--- config.mk ---
export PLATFORM = sky130hd
export DESIGN_NAME = spi_frame_top
export DESIGN_NICKNAME = d
export VERILOG_FILES = /design/src/design/spi_frame_pkg.sv /design/src/design/spi_frame_top.sv /design/src/design/spi_clock_divider.sv
export SDC_FILE = /design/constraint.sdc
export NUM_CORES = 1
export LEC_CHECK = 0
export BUFFER_PORTS_ARGS = -buffer_cell sky130_fd_sc_hd__buf_2
export CORE_ASPECT_RATIO = 0.75
export CORE_MARGIN = 4
export CORE_UTILIZATION = 56
export DETAILED_ROUTE_END_ITERATION = 10
export GPL_ROUTABILITY_DRIVEN = 0
export GPL_TIMING_DRIVEN = 0
export PLACE_DENSITY = 0.9
export SYNTH_ARGS = -nofsm -noshare
export SYNTH_HDL_FRONTEND = slang
export SYNTH_SLANG_ARGS = --single-unit
--- constraint.sdc ---
create_clock -name aclk -period 5.8 [get_ports aclk]
set_clock_uncertainty 0.15 [all_clocks]
set_input_delay 0.29 -clock aclk [delete_from_list [all_inputs] [get_ports aclk]]
set_output_delay 0.29 -clock aclk [all_outputs]
set_load 0.01 [all_outputs]
--- src/design/spi_frame_pkg.sv ---
// constants for the serial clock prescale and framing block
package spi_frame_pkg;
    // ****************************************************
    // register map (byte addresses)
    // ****************************************************
    localparam logic [7:0] ctrl_one_offset = 8'h00;
    localparam logic [7:0] ctrl_two_offset = 8'h04;
    localparam logic [7:0] status_offset = 8'h08;
    localparam logic [7:0] data_offset = 8'h0c;
    // ****************************************************
    // field positions
    // ****************************************************
    localparam int primary_prescale_lsb = 0;
    localparam int secondary_prescale_lsb = 2;
    localparam int cke_bit = 8;
    localparam int master_bit = 5;
    localparam int enable_bit = 15;
    localparam int framed_mode_bit = 15;
    localparam int fsd_bit = 14;
    localparam int fpol_bit = 13;
    localparam int fedge_bit = 1;
    localparam int ben_bit = 0;
    localparam int busy_bit = 0;
    localparam int rx_full_bit = 1;
    // ****************************************************
    // reset values
    // ****************************************************
    localparam logic [15:0] ctrl_one_reset = 16'h0000;
    localparam logic [15:0] ctrl_two_reset = 16'h0000;
    localparam logic [15:0] ctrl_two_mask = 16'he003;
    localparam logic [1:0] resp_okay = 2'h0;
    localparam logic [1:0] resp_slverr = 2'h2;
    localparam int word_bits = 8;
endpackage : spi_frame_pkg

--- src/design/spi_frame_top.sv ---
// serial master with prescaled clock, framing and register slave
//
// Decided for this implementation: the AXI4-Lite interface to the registers and the address map.
module spi_frame_top
    import spi_frame_pkg::*;
(
    // clock and reset
    input wire logic aclk,
    input wire logic aresetn,
    // axi4-lite write
    input wire logic [7:0] s_axi_awaddr,
    input wire logic s_axi_awvalid,
    output logic s_axi_awready,
    input wire logic [31:0] s_axi_wdata,
    input wire logic [3:0] s_axi_wstrb,
    input wire logic s_axi_wvalid,
    output logic s_axi_wready,
    output logic [1:0] s_axi_bresp,
    output logic s_axi_bvalid,
    input wire logic s_axi_bready,
    // axi4-lite read
    input wire logic [7:0] s_axi_araddr,
    input wire logic s_axi_arvalid,
    output logic s_axi_arready,
    output logic [31:0] s_axi_rdata,
    output logic [1:0] s_axi_rresp,
    output logic s_axi_rvalid,
    input wire logic s_axi_rready,
    // serial pins
    output logic serial_clock,
    output logic serial_data_out,
    input wire logic serial_data_in,
    input wire logic slave_select_pin_in,
    output logic slave_select_pin_out,
    output logic slave_select_pin_oe
);
    typedef enum logic [3:0] {
        st_idle = 4'b0001,
        st_wait = 4'b0010,
        st_sync = 4'b0100,
        st_shift = 4'b1000
    } state_t;

    state_t state_reg;
    logic [15:0] ctrl_one_reg;
    logic [15:0] ctrl_two_reg;
    logic [7:0] aw_addr_reg;
    logic aw_have_reg;
    logic [31:0] w_data_reg;
    logic [3:0] w_strb_reg;
    logic w_have_reg;
    logic [7:0] tx_hold_reg;
    logic tx_pend_reg;
    logic [7:0] shift_reg;
    logic [7:0] rx_data_reg;
    logic rx_full_reg;
    logic [3:0] bit_cnt_reg;
    logic sclk_reg;
    logic sync_active_reg;
    logic ss_meta_reg;
    logic ss_sync_reg;
    logic ss_prev_reg;
    logic din_meta_reg;
    logic din_sync_reg;
    logic tick;
    logic wr_fire;
    logic data_write;
    logic load_shift;
    logic framed;
    logic ext_sync;
    logic ext_start;
    logic ss_active_in;
    logic [15:0] wr_lo;

    assign framed = ctrl_two_reg[framed_mode_bit];
    assign ext_sync = framed && ctrl_two_reg[fsd_bit];

    // ****************************************************
    // axi4-lite write channel
    // ****************************************************
    assign s_axi_awready = !aw_have_reg && !s_axi_bvalid;
    assign s_axi_wready = !w_have_reg && !s_axi_bvalid;
    assign wr_fire = aw_have_reg && w_have_reg && !s_axi_bvalid;
    assign wr_lo = {w_strb_reg[1] ? w_data_reg[15:8] : 8'h00,
                    w_strb_reg[0] ? w_data_reg[7:0] : 8'h00};

    always_ff @(posedge aclk) begin
        if (!aresetn) begin
            aw_have_reg <= 1'b0;
            aw_addr_reg <= 8'h00;
        end else if (s_axi_awvalid && s_axi_awready) begin
            aw_have_reg <= 1'b1;
            aw_addr_reg <= s_axi_awaddr;
        end else if (wr_fire) begin
            aw_have_reg <= 1'b0;
        end
    end

    always_ff @(posedge aclk) begin
        if (!aresetn) begin
            w_have_reg <= 1'b0;
            w_data_reg <= 32'h00000000;
            w_strb_reg <= 4'h0;
        end else if (s_axi_wvalid && s_axi_wready) begin
            w_have_reg <= 1'b1;
            w_data_reg <= s_axi_wdata;
            w_strb_reg <= s_axi_wstrb;
        end else if (wr_fire) begin
            w_have_reg <= 1'b0;
        end
    end

    always_ff @(posedge aclk) begin
        if (!aresetn) begin
            s_axi_bvalid <= 1'b0;
            s_axi_bresp <= resp_okay;
        end else if (wr_fire) begin
            s_axi_bvalid <= 1'b1;
            case (aw_addr_reg[7:2])
                ctrl_one_offset[7:2], ctrl_two_offset[7:2],
                data_offset[7:2]: s_axi_bresp <= resp_okay;
                default: s_axi_bresp <= resp_slverr;
            endcase
        end else if (s_axi_bready) begin
            s_axi_bvalid <= 1'b0;
        end
    end

    // ****************************************************
    // control registers
    // ****************************************************
    always_ff @(posedge aclk) begin
        if (!aresetn) begin
            ctrl_one_reg <= ctrl_one_reset;
        end else if (wr_fire && aw_addr_reg[7:2] == ctrl_one_offset[7:2]) begin
            ctrl_one_reg <= wr_lo | (ctrl_one_reg & ~{{8{w_strb_reg[1]}},
                                                     {8{w_strb_reg[0]}}});
        end
    end

    always_ff @(posedge aclk) begin
        if (!aresetn) begin
            ctrl_two_reg <= ctrl_two_reset;
        end else if (wr_fire && aw_addr_reg[7:2] == ctrl_two_offset[7:2]) begin
            // unimplemented bits never store
            ctrl_two_reg <= (wr_lo | (ctrl_two_reg & ~{{8{w_strb_reg[1]}},
                            {8{w_strb_reg[0]}}})) & ctrl_two_mask;
        end
    end

    assign data_write = wr_fire && aw_addr_reg[7:2] == data_offset[7:2]
                        && w_strb_reg[0];

    // ****************************************************
    // axi4-lite read channel
    // ****************************************************
    assign s_axi_arready = !s_axi_rvalid;

    always_ff @(posedge aclk) begin
        if (!aresetn) begin
            s_axi_rvalid <= 1'b0;
            s_axi_rdata <= 32'h00000000;
            s_axi_rresp <= resp_okay;
        end else if (s_axi_arvalid && s_axi_arready) begin
            s_axi_rvalid <= 1'b1;
            s_axi_rresp <= resp_okay;
            case (s_axi_araddr[7:2])
                ctrl_one_offset[7:2]: s_axi_rdata <= {16'h0000, ctrl_one_reg};
                ctrl_two_offset[7:2]: s_axi_rdata <= {16'h0000,
                                       ctrl_two_reg & ctrl_two_mask};
                status_offset[7:2]: s_axi_rdata <= {29'h00000000, tx_pend_reg,
                                       rx_full_reg, state_reg != st_idle};
                data_offset[7:2]: s_axi_rdata <= {24'h000000, rx_data_reg};
                default: begin
                    s_axi_rdata <= 32'h00000000;
                    s_axi_rresp <= resp_slverr;
                end
            endcase
        end else if (s_axi_rready) begin
            s_axi_rvalid <= 1'b0;
        end
    end

    // ****************************************************
    // pin synchronisers
    // ****************************************************
    always_ff @(posedge aclk) begin
        if (!aresetn) begin
            ss_meta_reg <= 1'b1;
            ss_sync_reg <= 1'b1;
            ss_prev_reg <= 1'b1;
            din_meta_reg <= 1'b0;
            din_sync_reg <= 1'b0;
        end else begin
            ss_meta_reg <= slave_select_pin_in;
            ss_sync_reg <= ss_meta_reg;
            ss_prev_reg <= ss_sync_reg;
            din_meta_reg <= serial_data_in;
            din_sync_reg <= din_meta_reg;
        end
    end

    // incoming pulse seen in the programmed polarity
    assign ss_active_in = ss_sync_reg == ctrl_two_reg[fpol_bit];
    assign ext_start = ext_sync
                       && ss_active_in && (ss_prev_reg != ss_sync_reg);

    // ****************************************************
    // bit clock
    // ****************************************************
    spi_clock_divider u_div (
        .aclk(aclk),
        .aresetn(aresetn),
        .run(state_reg != st_idle),
        .primary_prescale(ctrl_one_reg[primary_prescale_lsb +: 2]),
        .secondary_prescale(ctrl_one_reg[secondary_prescale_lsb +: 3]),
        .tick(tick)
    );

    // ****************************************************
    // transmit holding and receive buffering
    // ****************************************************
    always_ff @(posedge aclk) begin
        if (!aresetn) begin
            tx_pend_reg <= 1'b0;
            tx_hold_reg <= 8'h00;
        end else if (data_write) begin
            // legacy mode: a write while busy overwrites the pending byte
            tx_pend_reg <= 1'b1;
            tx_hold_reg <= w_data_reg[7:0];
        end else if (load_shift) begin
            tx_pend_reg <= 1'b0;
        end
    end

    assign load_shift = tx_pend_reg && (state_reg == st_idle
        || (ctrl_two_reg[ben_bit] && state_reg == st_shift && tick
            && sclk_reg && bit_cnt_reg == 4'h7));

    // ****************************************************
    // shift engine
    // ****************************************************
    always_ff @(posedge aclk) begin
        if (!aresetn) begin
            state_reg <= st_idle;
            bit_cnt_reg <= 4'h0;
            sclk_reg <= 1'b0;
            shift_reg <= 8'h00;
            sync_active_reg <= 1'b0;
        end else begin
            case (state_reg)
                st_idle: begin
                    sclk_reg <= 1'b0;
                    bit_cnt_reg <= 4'h0;
                    if (load_shift) begin
                        shift_reg <= tx_hold_reg;
                        if (!framed) begin
                            state_reg <= st_shift;
                        end else if (ext_sync) begin
                            state_reg <= st_wait;
                        end else if (ctrl_two_reg[fedge_bit]) begin
                            sync_active_reg <= 1'b1;
                            state_reg <= st_shift;
                        end else begin
                            sync_active_reg <= 1'b1;
                            state_reg <= st_sync;
                        end
                    end
                end
                st_wait: begin
                    if (ext_start) begin
                        state_reg <= st_shift;
                    end
                end
                st_sync: begin
                    // one full bit clock ahead of the first bit
                    if (tick) begin
                        sclk_reg <= !sclk_reg;
                        if (sclk_reg) begin
                            sync_active_reg <= 1'b0;
                            state_reg <= st_shift;
                        end
                    end
                end
                st_shift: begin
                    if (tick) begin
                        sclk_reg <= !sclk_reg;
                        if (sclk_reg) begin
                            sync_active_reg <= 1'b0;
                            shift_reg <= {shift_reg[6:0], din_sync_reg};
                            bit_cnt_reg <= bit_cnt_reg + 4'h1;
                            if (bit_cnt_reg == 4'(word_bits - 1)) begin
                                bit_cnt_reg <= 4'h0;
                                if (load_shift) begin
                                    shift_reg <= tx_hold_reg;
                                    sync_active_reg <= framed
                                        && !ext_sync;
                                end else begin
                                    state_reg <= st_idle;
                                end
                            end
                        end
                    end
                end
                default: state_reg <= st_idle;
            endcase
        end
    end

    always_ff @(posedge aclk) begin
        if (!aresetn) begin
            rx_full_reg <= 1'b0;
            rx_data_reg <= 8'h00;
        end else if (state_reg == st_shift && tick && sclk_reg
                     && bit_cnt_reg == 4'(word_bits - 1)) begin
            rx_full_reg <= 1'b1;
            rx_data_reg <= {shift_reg[6:0], din_sync_reg};
        end else if (s_axi_arvalid && s_axi_arready
                     && s_axi_araddr[7:2] == data_offset[7:2]) begin
            rx_full_reg <= 1'b0;
        end
    end

    // ****************************************************
    // pins
    // ****************************************************
    // edge select ignored in framed mode, so idle-low clock only
    assign serial_clock = sclk_reg ^ (ctrl_one_reg[cke_bit] && !framed);
    assign serial_data_out = shift_reg[7];
    assign slave_select_pin_oe = framed && !ext_sync;
    assign slave_select_pin_out = sync_active_reg
                                  ? ctrl_two_reg[fpol_bit]
                                  : !ctrl_two_reg[fpol_bit];
endmodule : spi_frame_top

--- src/design/spi_clock_divider.sv ---
// bit clock tick generator from the two prescale fields
module spi_clock_divider
    import spi_frame_pkg::*;
(
    // clock and reset
    input wire logic aclk,
    input wire logic aresetn,
    // control
    input wire logic run,
    input wire logic [1:0] primary_prescale,
    input wire logic [2:0] secondary_prescale,
    // half-period tick
    output logic tick
);
    logic [9:0] count_reg;
    logic [9:0] limit;
    logic [6:0] prim_ratio;
    logic [3:0] sec_ratio;

    // ****************************************************
    // ratio decode
    // ****************************************************
    always_comb begin
        case (primary_prescale)
            2'h3: prim_ratio = 7'h01;
            2'h2: prim_ratio = 7'h04;
            2'h1: prim_ratio = 7'h10;
            default: prim_ratio = 7'h40;
        endcase
        sec_ratio = 4'h8 - {1'b0, secondary_prescale};
        // tick every ratio cycles, bit clock toggles per tick
        limit = 10'(prim_ratio) * 10'(sec_ratio) - 10'h001;
    end

    always_ff @(posedge aclk) begin
        if (!aresetn || !run || count_reg >= limit) begin
            count_reg <= 10'h000;
        end else begin
            count_reg <= count_reg + 10'h001;
        end
    end

    assign tick = run && (count_reg >= limit);
endmodule : spi_clock_divider

== Word level (Yosys, flattened, before mapping) ==
Index checks and enable logic that the tools add are counted.

* Logic and storage cells: 176
* Register bits: 138
* Output and inout port bits: 45

* Muxes and demuxes: 52
* Add/sub/neg operators: 4
* Multipliers: 1
* Reductions and logical operators: 58
* Order comparisons: 1
* Eq/ne operators: 27
* Bitwise gates (word level): 6

{| class="wikitable"
|+ Operators by type and width
! operator !! number
|-
| $pmux W16 S4 || 1
|-
| $mux W4 || 14
|-
| $mux W8 || 7
|-
| $and A16 B16 Y16 || 2
|-
| $or A16 B16 Y16 || 2
|-
| $logic_and A1 B1 Y1 || 26
|-
| $mux W1 || 22
|-
| $pmux W7 S3 || 1
|-
| $ne A2 B2 Y1 const B || 10
|-
| $eq A6 B2 Y1 const B || 3
|-
| $not A16 Y16 || 1
|-
| $pmux W4 S4 || 1
|-
| $pmux W8 S2 || 1
|-
| $reduce_and A8 Y1 || 2
|-
| $reduce_bool A2 Y1 || 8
|-
| $eq A6 B1 Y1 const B || 2
|-
| $logic_not A6 Y1 || 2
|-
| $add A10 B1 Y10 const B || 1
|-
| $ge A10 B10 Y1 || 1
|-
| $logic_not A1 Y1 || 10
|-
| $mul A7 B4 Y10 || 1
|-
| $sub A10 B1 Y10 const B || 1
|-
| $eq A4 B3 Y1 const B || 2
|-
| $pmux W4 S2 || 1
|-
| 23 further kinds || 27
|}

== Logic depth before layout (Yosys ltp) ==
Gate-level depths: netlist (run 1).

* Depth after elaboration: 16
* Gate-level depth with buffers: 24

== Cells and area by module ==
From an unflattened synthesis (run 1), not the netlist that was laid out.

* Cells, all modules: 657
* Area total of the unflattened synthesis: 5890.6 µm²

{| class="wikitable"
|+ Modules (own cells, without submodules)
! module !! times used !! cells an instance !! area an instance (µm²)
|-
| spi_frame_top || 1 || 506 || 4642.0
|-
| spi_clock_divider || 1 || 151 || 1248.7
|}

== Worst setup path before layout (run 1) ==
Ideal clock, no wire load.

* Path kind: reg2reg
* Start point: register (tool-made name)
* End point: register shift_reg[0]
* Slack: 1.362 ns
* Data arrival time: 4.166 ns
* Stages on the path, launching flop included: 21
* Setup time: 0.122 ns
* Required time: 5.528 ns
* Period minus slack after synthesis: 4.438 ns
* Cell sequence: dfxtp_1 inv_1 ha_1 xnor2_1 and3_1 fa_1 inv_1 ha_1 a21oi_1 nor2_1 a21o_1 a21oi_1 o21ai_0 xnor2_1 ha_1 nand4_1 o21a_1 buf_6 o31ai_4 mux2i_1 o2bb2ai_1

{| class="wikitable"
|+ RTL lines
! element !! RTL line !! text
|-
| end signal, assigned || spi_frame_top.sv:256 || <nowiki>shift_reg <= tx_hold_reg;</nowiki>
|-
| end signal, assigned || spi_frame_top.sv:290 || <nowiki>shift_reg <= {shift_reg[6:0], din_sync_reg};</nowiki>
|-
| end signal, assigned || spi_frame_top.sv:295 || <nowiki>shift_reg <= tx_hold_reg;</nowiki>
|-
| end, declared || spi_frame_top.sv:54 || <nowiki>logic [7:0] shift_reg;</nowiki>
|}

==> flow_metrics.py, run 1 <==
metrics = {
    "clocking": {
        "clock-root-buffer": "clkbuf_16",
        "cts_buffer_depth": 2,
        "cts_tree": "done",
        "insertion_delay_ns": 0.42,
        "cts_htree_levels": 4,
        "cts_setup_buffers": 0,
        "cts_resized": 0,
        "holdBufCountCts": 26,
        "cts.sinks": 118,
        "cts_inserted_buffers": 17,
        "cts.clk_slew.worst_paths_ns": 0.06,
    },
    "place": {
        "dp_hpwl_um": 11000,
        "io_buffer_count": 63,
        "place_area_um2": 6320,
    },
    "route": {
        "drtPass1Iterations": 8,
        "drtIter0Drc": 687,
        "vias": 5507,
        "ant_nets": 0,
        "wl_per_cell_um": 18.5,
        "vias_per_cell": 5.96,
        "drc": 0,
        "wirelength_um": 17100,
    },
    "die": {
        "boundaryPins": 106,
        "core_um2": 9850,
        "dieArea_um2": 12000,
        "initial_core_util": 0.586,
        "rows": 31,
        "die_h_um": 96.0,
        "fp.dieW_um": 125,
    },
    "timing": {
        "tightest_slew_ns": 0.749,
        "min_period_ns": 5.45,
        "slew_headroom": 0.498,
        "rsz0062_at_grt": "false",
        "drv_slew": 0,
        "setup-violations-final": 0,
        "final.setup.tns_ns": 0,
        "timing_hold_violations_final": 1,
        "period_share": 0.939,
        "max_freq_mhz": 184,
        "hold_slack_ns": -0.00107,
    },
    "setup_path": {
        "critPathMaxFanout": 10,
        "end_kind": "register",
        "start_kind": "register",
        "cp.arrival_ns": 5.64,
        "crit_type": "reg -> reg",
        "critPathRequiredTime_ns": 5.99,
    },
    "power": {
        "power.internal_w": 0.00169,
        "clockPowerShare": 0.551,
        "peakVddDrop_v": 0.000301,
        "pwr-share-comb": 0.061,
        "p_sw_w": 0.000485,
        "p_sw_frac": 0.223,
        "p_total_w": 0.00218,
        "leakage_nw": 3.08,
        "p_seq_frac": 0.389,
        "power_density_nw_per_um2": 300,
    },
    "synthesis": {
        "synth-edff-count": 0,
        "yosysWarnings": 0,
        "ys.flop_type": "dfxtp_1",
        "ys_top_cells_by_count": "dfxtp_1, nor2_1, nand2_1",
        "ys_seq_elements": 118,
        "async_flop_share": 0,
        "synth.area.top_cells": "dfxtp_1, mux2i_1, nor2_1",
        "netlist.area_leader.share": 0.409,
        "yosysMostFrequentCell": "dfxtp_1",
        "ys_seq_area_frac": 0.409,
        "syn_area_per_cell_um2": 8.83,
        "synth_area_leader_cell": "dfxtp_1",
        "synth_area_um2": 5780,
        "synth_cell_types": 60,
        "synthCells": 654,
    },
    "job": {
        "drv_cap": 0,
    },
    "status": {
        "status": "finished with violations",
        "violations": "negative hold slack",
    },
    "cells_and_area": {
        "antenna_cells": 0,
        "drive_gt1_frac": 0.167,
        "area_growth_pct": 25.6,
        "nets": 871,
        "fin_area_um2": 7260,
    },
    "global_routing": {
        "grt_first_pass_wirelength_um": 27000,
        "overflow": 0,
        "antenna_found_initial": 0,
        "grt_max_degree": 17,
        "grt_use_total": 0.282,
        "grt_pass1_vias": 5554,
    },
    "worst_hold_path": {
        "min_path_type": "in -> reg",
    },
}
[cell usage in the layout, fill, tap and decap left out, types with 6 or more instances in the layout]
cell / n
clkbuf_16: 17
and3_1: 6
dfxtp_1: 118
nor3_1: 13
mux2i_1: 54
and2_1: 7
nand3_1: 17
o21ai_0: 11
or3_1: 6
buf_4: 19
o2bb2ai_1: 8
dlygate4sd3_1: 26
a21oi_1: 43
ha_1: 26
nand2b_1: 10
conb_1: 18
xor2_1: 10
clkbuf_1: 22
nand2_1: 80
a211oi_1: 6
inv_1: 19
xnor2_1: 14
a22oi_1: 6
buf_2: 67
nor2_1: 91
[per-layer routing]
| metal | share of wire | up-vias | track usage | routed length, um |
|---|---|---|---|---|
| li1 | - | 2477 | - | - |
| met3 | 0.098 | 81 | 0.0693 | 1680 |
| met1 | 0.37 | 2575 | 0.328 | 6370 |
| met5 | 0 | - | 0 | 0 |
| met4 | 0.043 | 0 | 0.144 | 743 |
| met2 | 0.49 | 374 | 0.493 | 8330 |
[per-stage QoR]
| stage | setup WS (ns) | util | instances |
|---|---|---|---|
| finish | 0.354 | 0.737 | 924 |
| global route | 0.0310 | 0.737 | 924 |
| CTS | 0.438 | 0.737 | 924 |
| detailed placement | 0.558 | 0.642 | 866 |
| global placement | 0.779 | 0.642 | 866 |
| floorplan | 1.36 | - | 671 |
[power by group through the flow]
stage / clock network [W] / registers [W] / logic, W
final: 0.00120 / 0.000846 / 0.000133
after global placement: 0 / 0.000860 / 0.000106
after floorplan: 0 / 0.000858 / 0.0000714
after CTS: 0.00119 / 0.000845 / 0.000127
after detailed placement: 0 / 0.000862 / 0.000110
after global routing: 0.00123 / 0.000847 / 0.000143
[logic make-up (layout without fill, tap and decap cells)]
family                   after synthesis  count (layout)  share of synthesized area
flip-flops                           118             118                      0.409
other                                  1              18                   0.000649
AND/OR/NAND/NOR                      252             252                      0.199
AO/OA/AOI/OAI                         99              99                      0.113
adder cells (fa/ha/maj)               31              31                     0.0736
multiplexers                          60              60                      0.109
XOR/XNOR                              24              24                     0.0364
buffers and inverters                 69             190                     0.0593
[area by class of cell]
class | instances | area, um2
timing repair buffer | 89 | 576
tap | 132 | 165
buffer | 50 | 272
fill | 650 | 2590
clock buffer | 21 | 480
clock inverter | 11 | 194
sequential | 118 | 2360
multi-input combinational | 484 | 3140
inverter | 19 | 71.3
[worst paths after layout]
kind	start	to	slack (ns)	cells past startpoint
max	register	shift_reg[7]	0.35	20
min reg2reg	ss_meta_reg	ss_sync_reg	0.26	1
max reg2reg	register	shift_reg[7]	0.35	20
min	s_axi_wstrb[1]	w_strb_reg[1]	-0.001	3
[worst max-delay path: stages (launching register included)]
cell	delay (ns)
dfxtp_1	0.36
clkbuf_1	0.38
nor2b_1	0.31
nand2_1	0.15
fa_1	0.53
ha_1	0.31
ha_1	0.35
nor3b_1	0.17
o21ai_0	0.25
nand2b_1	0.09
a21oi_1	0.18
xor2_1	0.20
ha_1	0.27
nand2_1	0.06
nor2_1	0.04
a211oi_1	0.35
o21a_1	0.20
buf_6	0.14
nor2_1	0.08
a21oi_1	0.62
o2bb2ai_1	0.20
No activity file was read; power rests on OpenSTA's default activity.
==> run 2: changes to the inputs <==
- RECOVER_POWER: not set -> 100
==> run 2 against run 1 <==
  * The flow now finishes without violations
  * Global-route usage stayed put
  * Sequential power hardly changed
  * Critical path depth is 2 higher
  * Via count is 0.36% lower
  * Wire length is 0.79% lower
  * Total power hardly changed
  * Combinational power hardly changed
  * Flip-flop and latch count stayed put
  * First-iteration DRC count is 4.1% lower
  * Highest routed layer unchanged
==> flow_metrics.py, run 2 (synthesized netlist as in run 1, its figures left out) <==
metrics = {
    "die": {
        "boundaryPins": 106,
        "dieArea_um2": 12000,
        "initial_core_util": 0.586,
        "core_um2": 9850,
        "fp.dieW_um": 125,
        "die_h_um": 96.0,
        "rows": 31,
    },
    "cells_and_area": {
        "seq_area_um2": 2360,
        "final_common_cell": "dfxtp_1",
        "nets": 871,
        "antenna_cells": 0,
        "area_growth_pct": 24.7,
        "mostFrequentLayoutCells": "dfxtp_1, nor2_1, nand2_1, clkbuf_1, mux2i_1",
        "final_core_util": 0.731,
        "multi_input_area_um2": 3130,
        "drive_gt1_frac": 0.124,
        "nFillCells": 674,
    },
    "setup_path": {
        "end_kind": "register",
        "start_kind": "register",
        "critical_path.cell_chain": "inv_1, ha_1, xnor2_1, and3_1, fa_1, inv_1, ha_1, a21oi_1, nor2_1, a21o_1, a21oi_1, o21ai_0, xnor2_1, ha_1, nand2_1, nor2_1, a211oi_1, o21a_1, buf_6, nor2_1, a21oi_1, o2bb2ai_1",
        "slowest_stage": "a21oi_1",
        "max_stage_delay_ns": 0.64,
        "cp.arrival_ns": 5.64,
        "critPathRequiredTime_ns": 5.99,
        "crit_type": "reg -> reg",
        "critPathMaxFanout": 8,
    },
    "route": {
        "drtPass1Iterations": 6,
        "drc": 0,
        "ant_nets": 0,
        "wirelength_um": 17000,
        "drtIter0Drc": 659,
        "wl_per_cell_um": 18.4,
        "vias_per_cell": 5.94,
        "vias": 5487,
    },
    "global_routing": {
        "antenna_found_initial": 0,
        "overflow": 0,
        "busiest_layer": "met2",
        "grt_first_pass_wirelength_um": 27000,
        "grt_use_total": 0.282,
        "grt_pass1_vias": 5554,
        "grtUsageMet2": 0.493,
        "grtUsageMet3": 0.0693,
        "met1_usage": 0.328,
        "grt_max_degree": 17,
    },
    "timing": {
        "max_freq_mhz": 184,
        "min_period_ns": 5.45,
        "rsz0062_at_grt": "false",
        "drv_slew": 0,
        "period_share": 0.939,
        "timing_hold_violations_final": 0,
        "slew_headroom": 0.134,
        "tightest_slew_ns": 1.29,
        "final.setup.tns_ns": 0,
        "setup-violations-final": 0,
        "hold_slack_ns": 0.00426,
    },
    "place": {
        "dp_hpwl_um": 11000,
        "io_buffer_count": 63,
    },
    "power": {
        "p_total_w": 0.00218,
        "power_density_nw_per_um2": 302,
        "leakage_nw": 2.95,
        "peakVddDrop_v": 0.000300,
    },
    "clocking": {
        "cts.clk_slew.worst_paths_ns": 0.05,
        "clock-root-buffer": "clkbuf_16",
        "cts_tree": "done",
        "cts_resized": 0,
        "cts_buffer_depth": 2,
        "cts_htree_levels": 4,
        "cts.sinks": 118,
        "insertion_delay_ns": 0.42,
        "cts_inserted_buffers": 17,
    },
    "worst_hold_path": {
        "min_path_type": "in -> reg",
    },
    "status": {
        "status": "complete, no violations",
    },
    "job": {
        "drv_cap": 0,
    },
}
[run 2: what timing repair did]
action                    4_1_cts  5_1_grt
hold buffers                   26        0
hold endpoints to repair       26        0
setup buffers                   0        0
[run 2: report_power, final]
part	internal, W	switching, W	total (W)
sequential	0.000830	0.0000164	0.000846
clock	0.000808	0.000394	0.00120
combinational	0.0000536	0.0000768	0.000130
total	0.00169	0.000487	0.00218
[run 2: area by class of cell]
class                   instances  share of cell area
repair buffers                 89              0.0750
well taps                     132              0.0229
flip-flops and latches        118               0.328
multi-input cells             484               0.434
inverters                      19             0.00990
clock buffers                  21              0.0667
plain buffers                  50              0.0366
clock inverters                11              0.0269
[run 2: per-layer routing]
| metal | vias to the layer above | share of wire |
|---|---|---|
| met5 | - | 0 |
| met4 | 0 | 0.043 |
| met3 | 86 | 0.089 |
| met2 | 360 | 0.49 |
| met1 | 2566 | 0.38 |
| li1 | 2475 | - |
[run 2: worst max-delay path: cells and delay by family, from the launching register on]
kind                       cells  cell delay, ns
and+or+nand+nor                5            0.54
adders and majority gates      4            1.38
DFF                            1            0.44
AOI/OAI and AO/OA              8            2.16
xor gates and xnor gates       2            0.34
buffers and inverters          3            0.36
[run 2: worst paths after layout]
path	slack [ns]	cells past startpoint	end	startpoint
worst max-delay path	0.35	22	shift_reg[7]	register
worst min-delay path	0.004	3	s_axi_bvalid	s_axi_bready
worst max register to register	0.35	22	shift_reg[7]	register
worst min register to register	0.26	1	ss_sync_reg	ss_meta_reg
[run 2: metrics by stage]
| stage | std cells | setup slack [ns] | cell area [um2] |
|---|---|---|---|
| floorplan | 671 | 1.36 | 5840 |
| global placement | 866 | 0.779 | 6320 |
| detailed placement | 866 | 0.558 | 6320 |
| CTS | 924 | 0.438 | 7260 |
| global route | 924 | 0.0391 | 7200 |
| finish | 924 | 0.352 | 7200 |
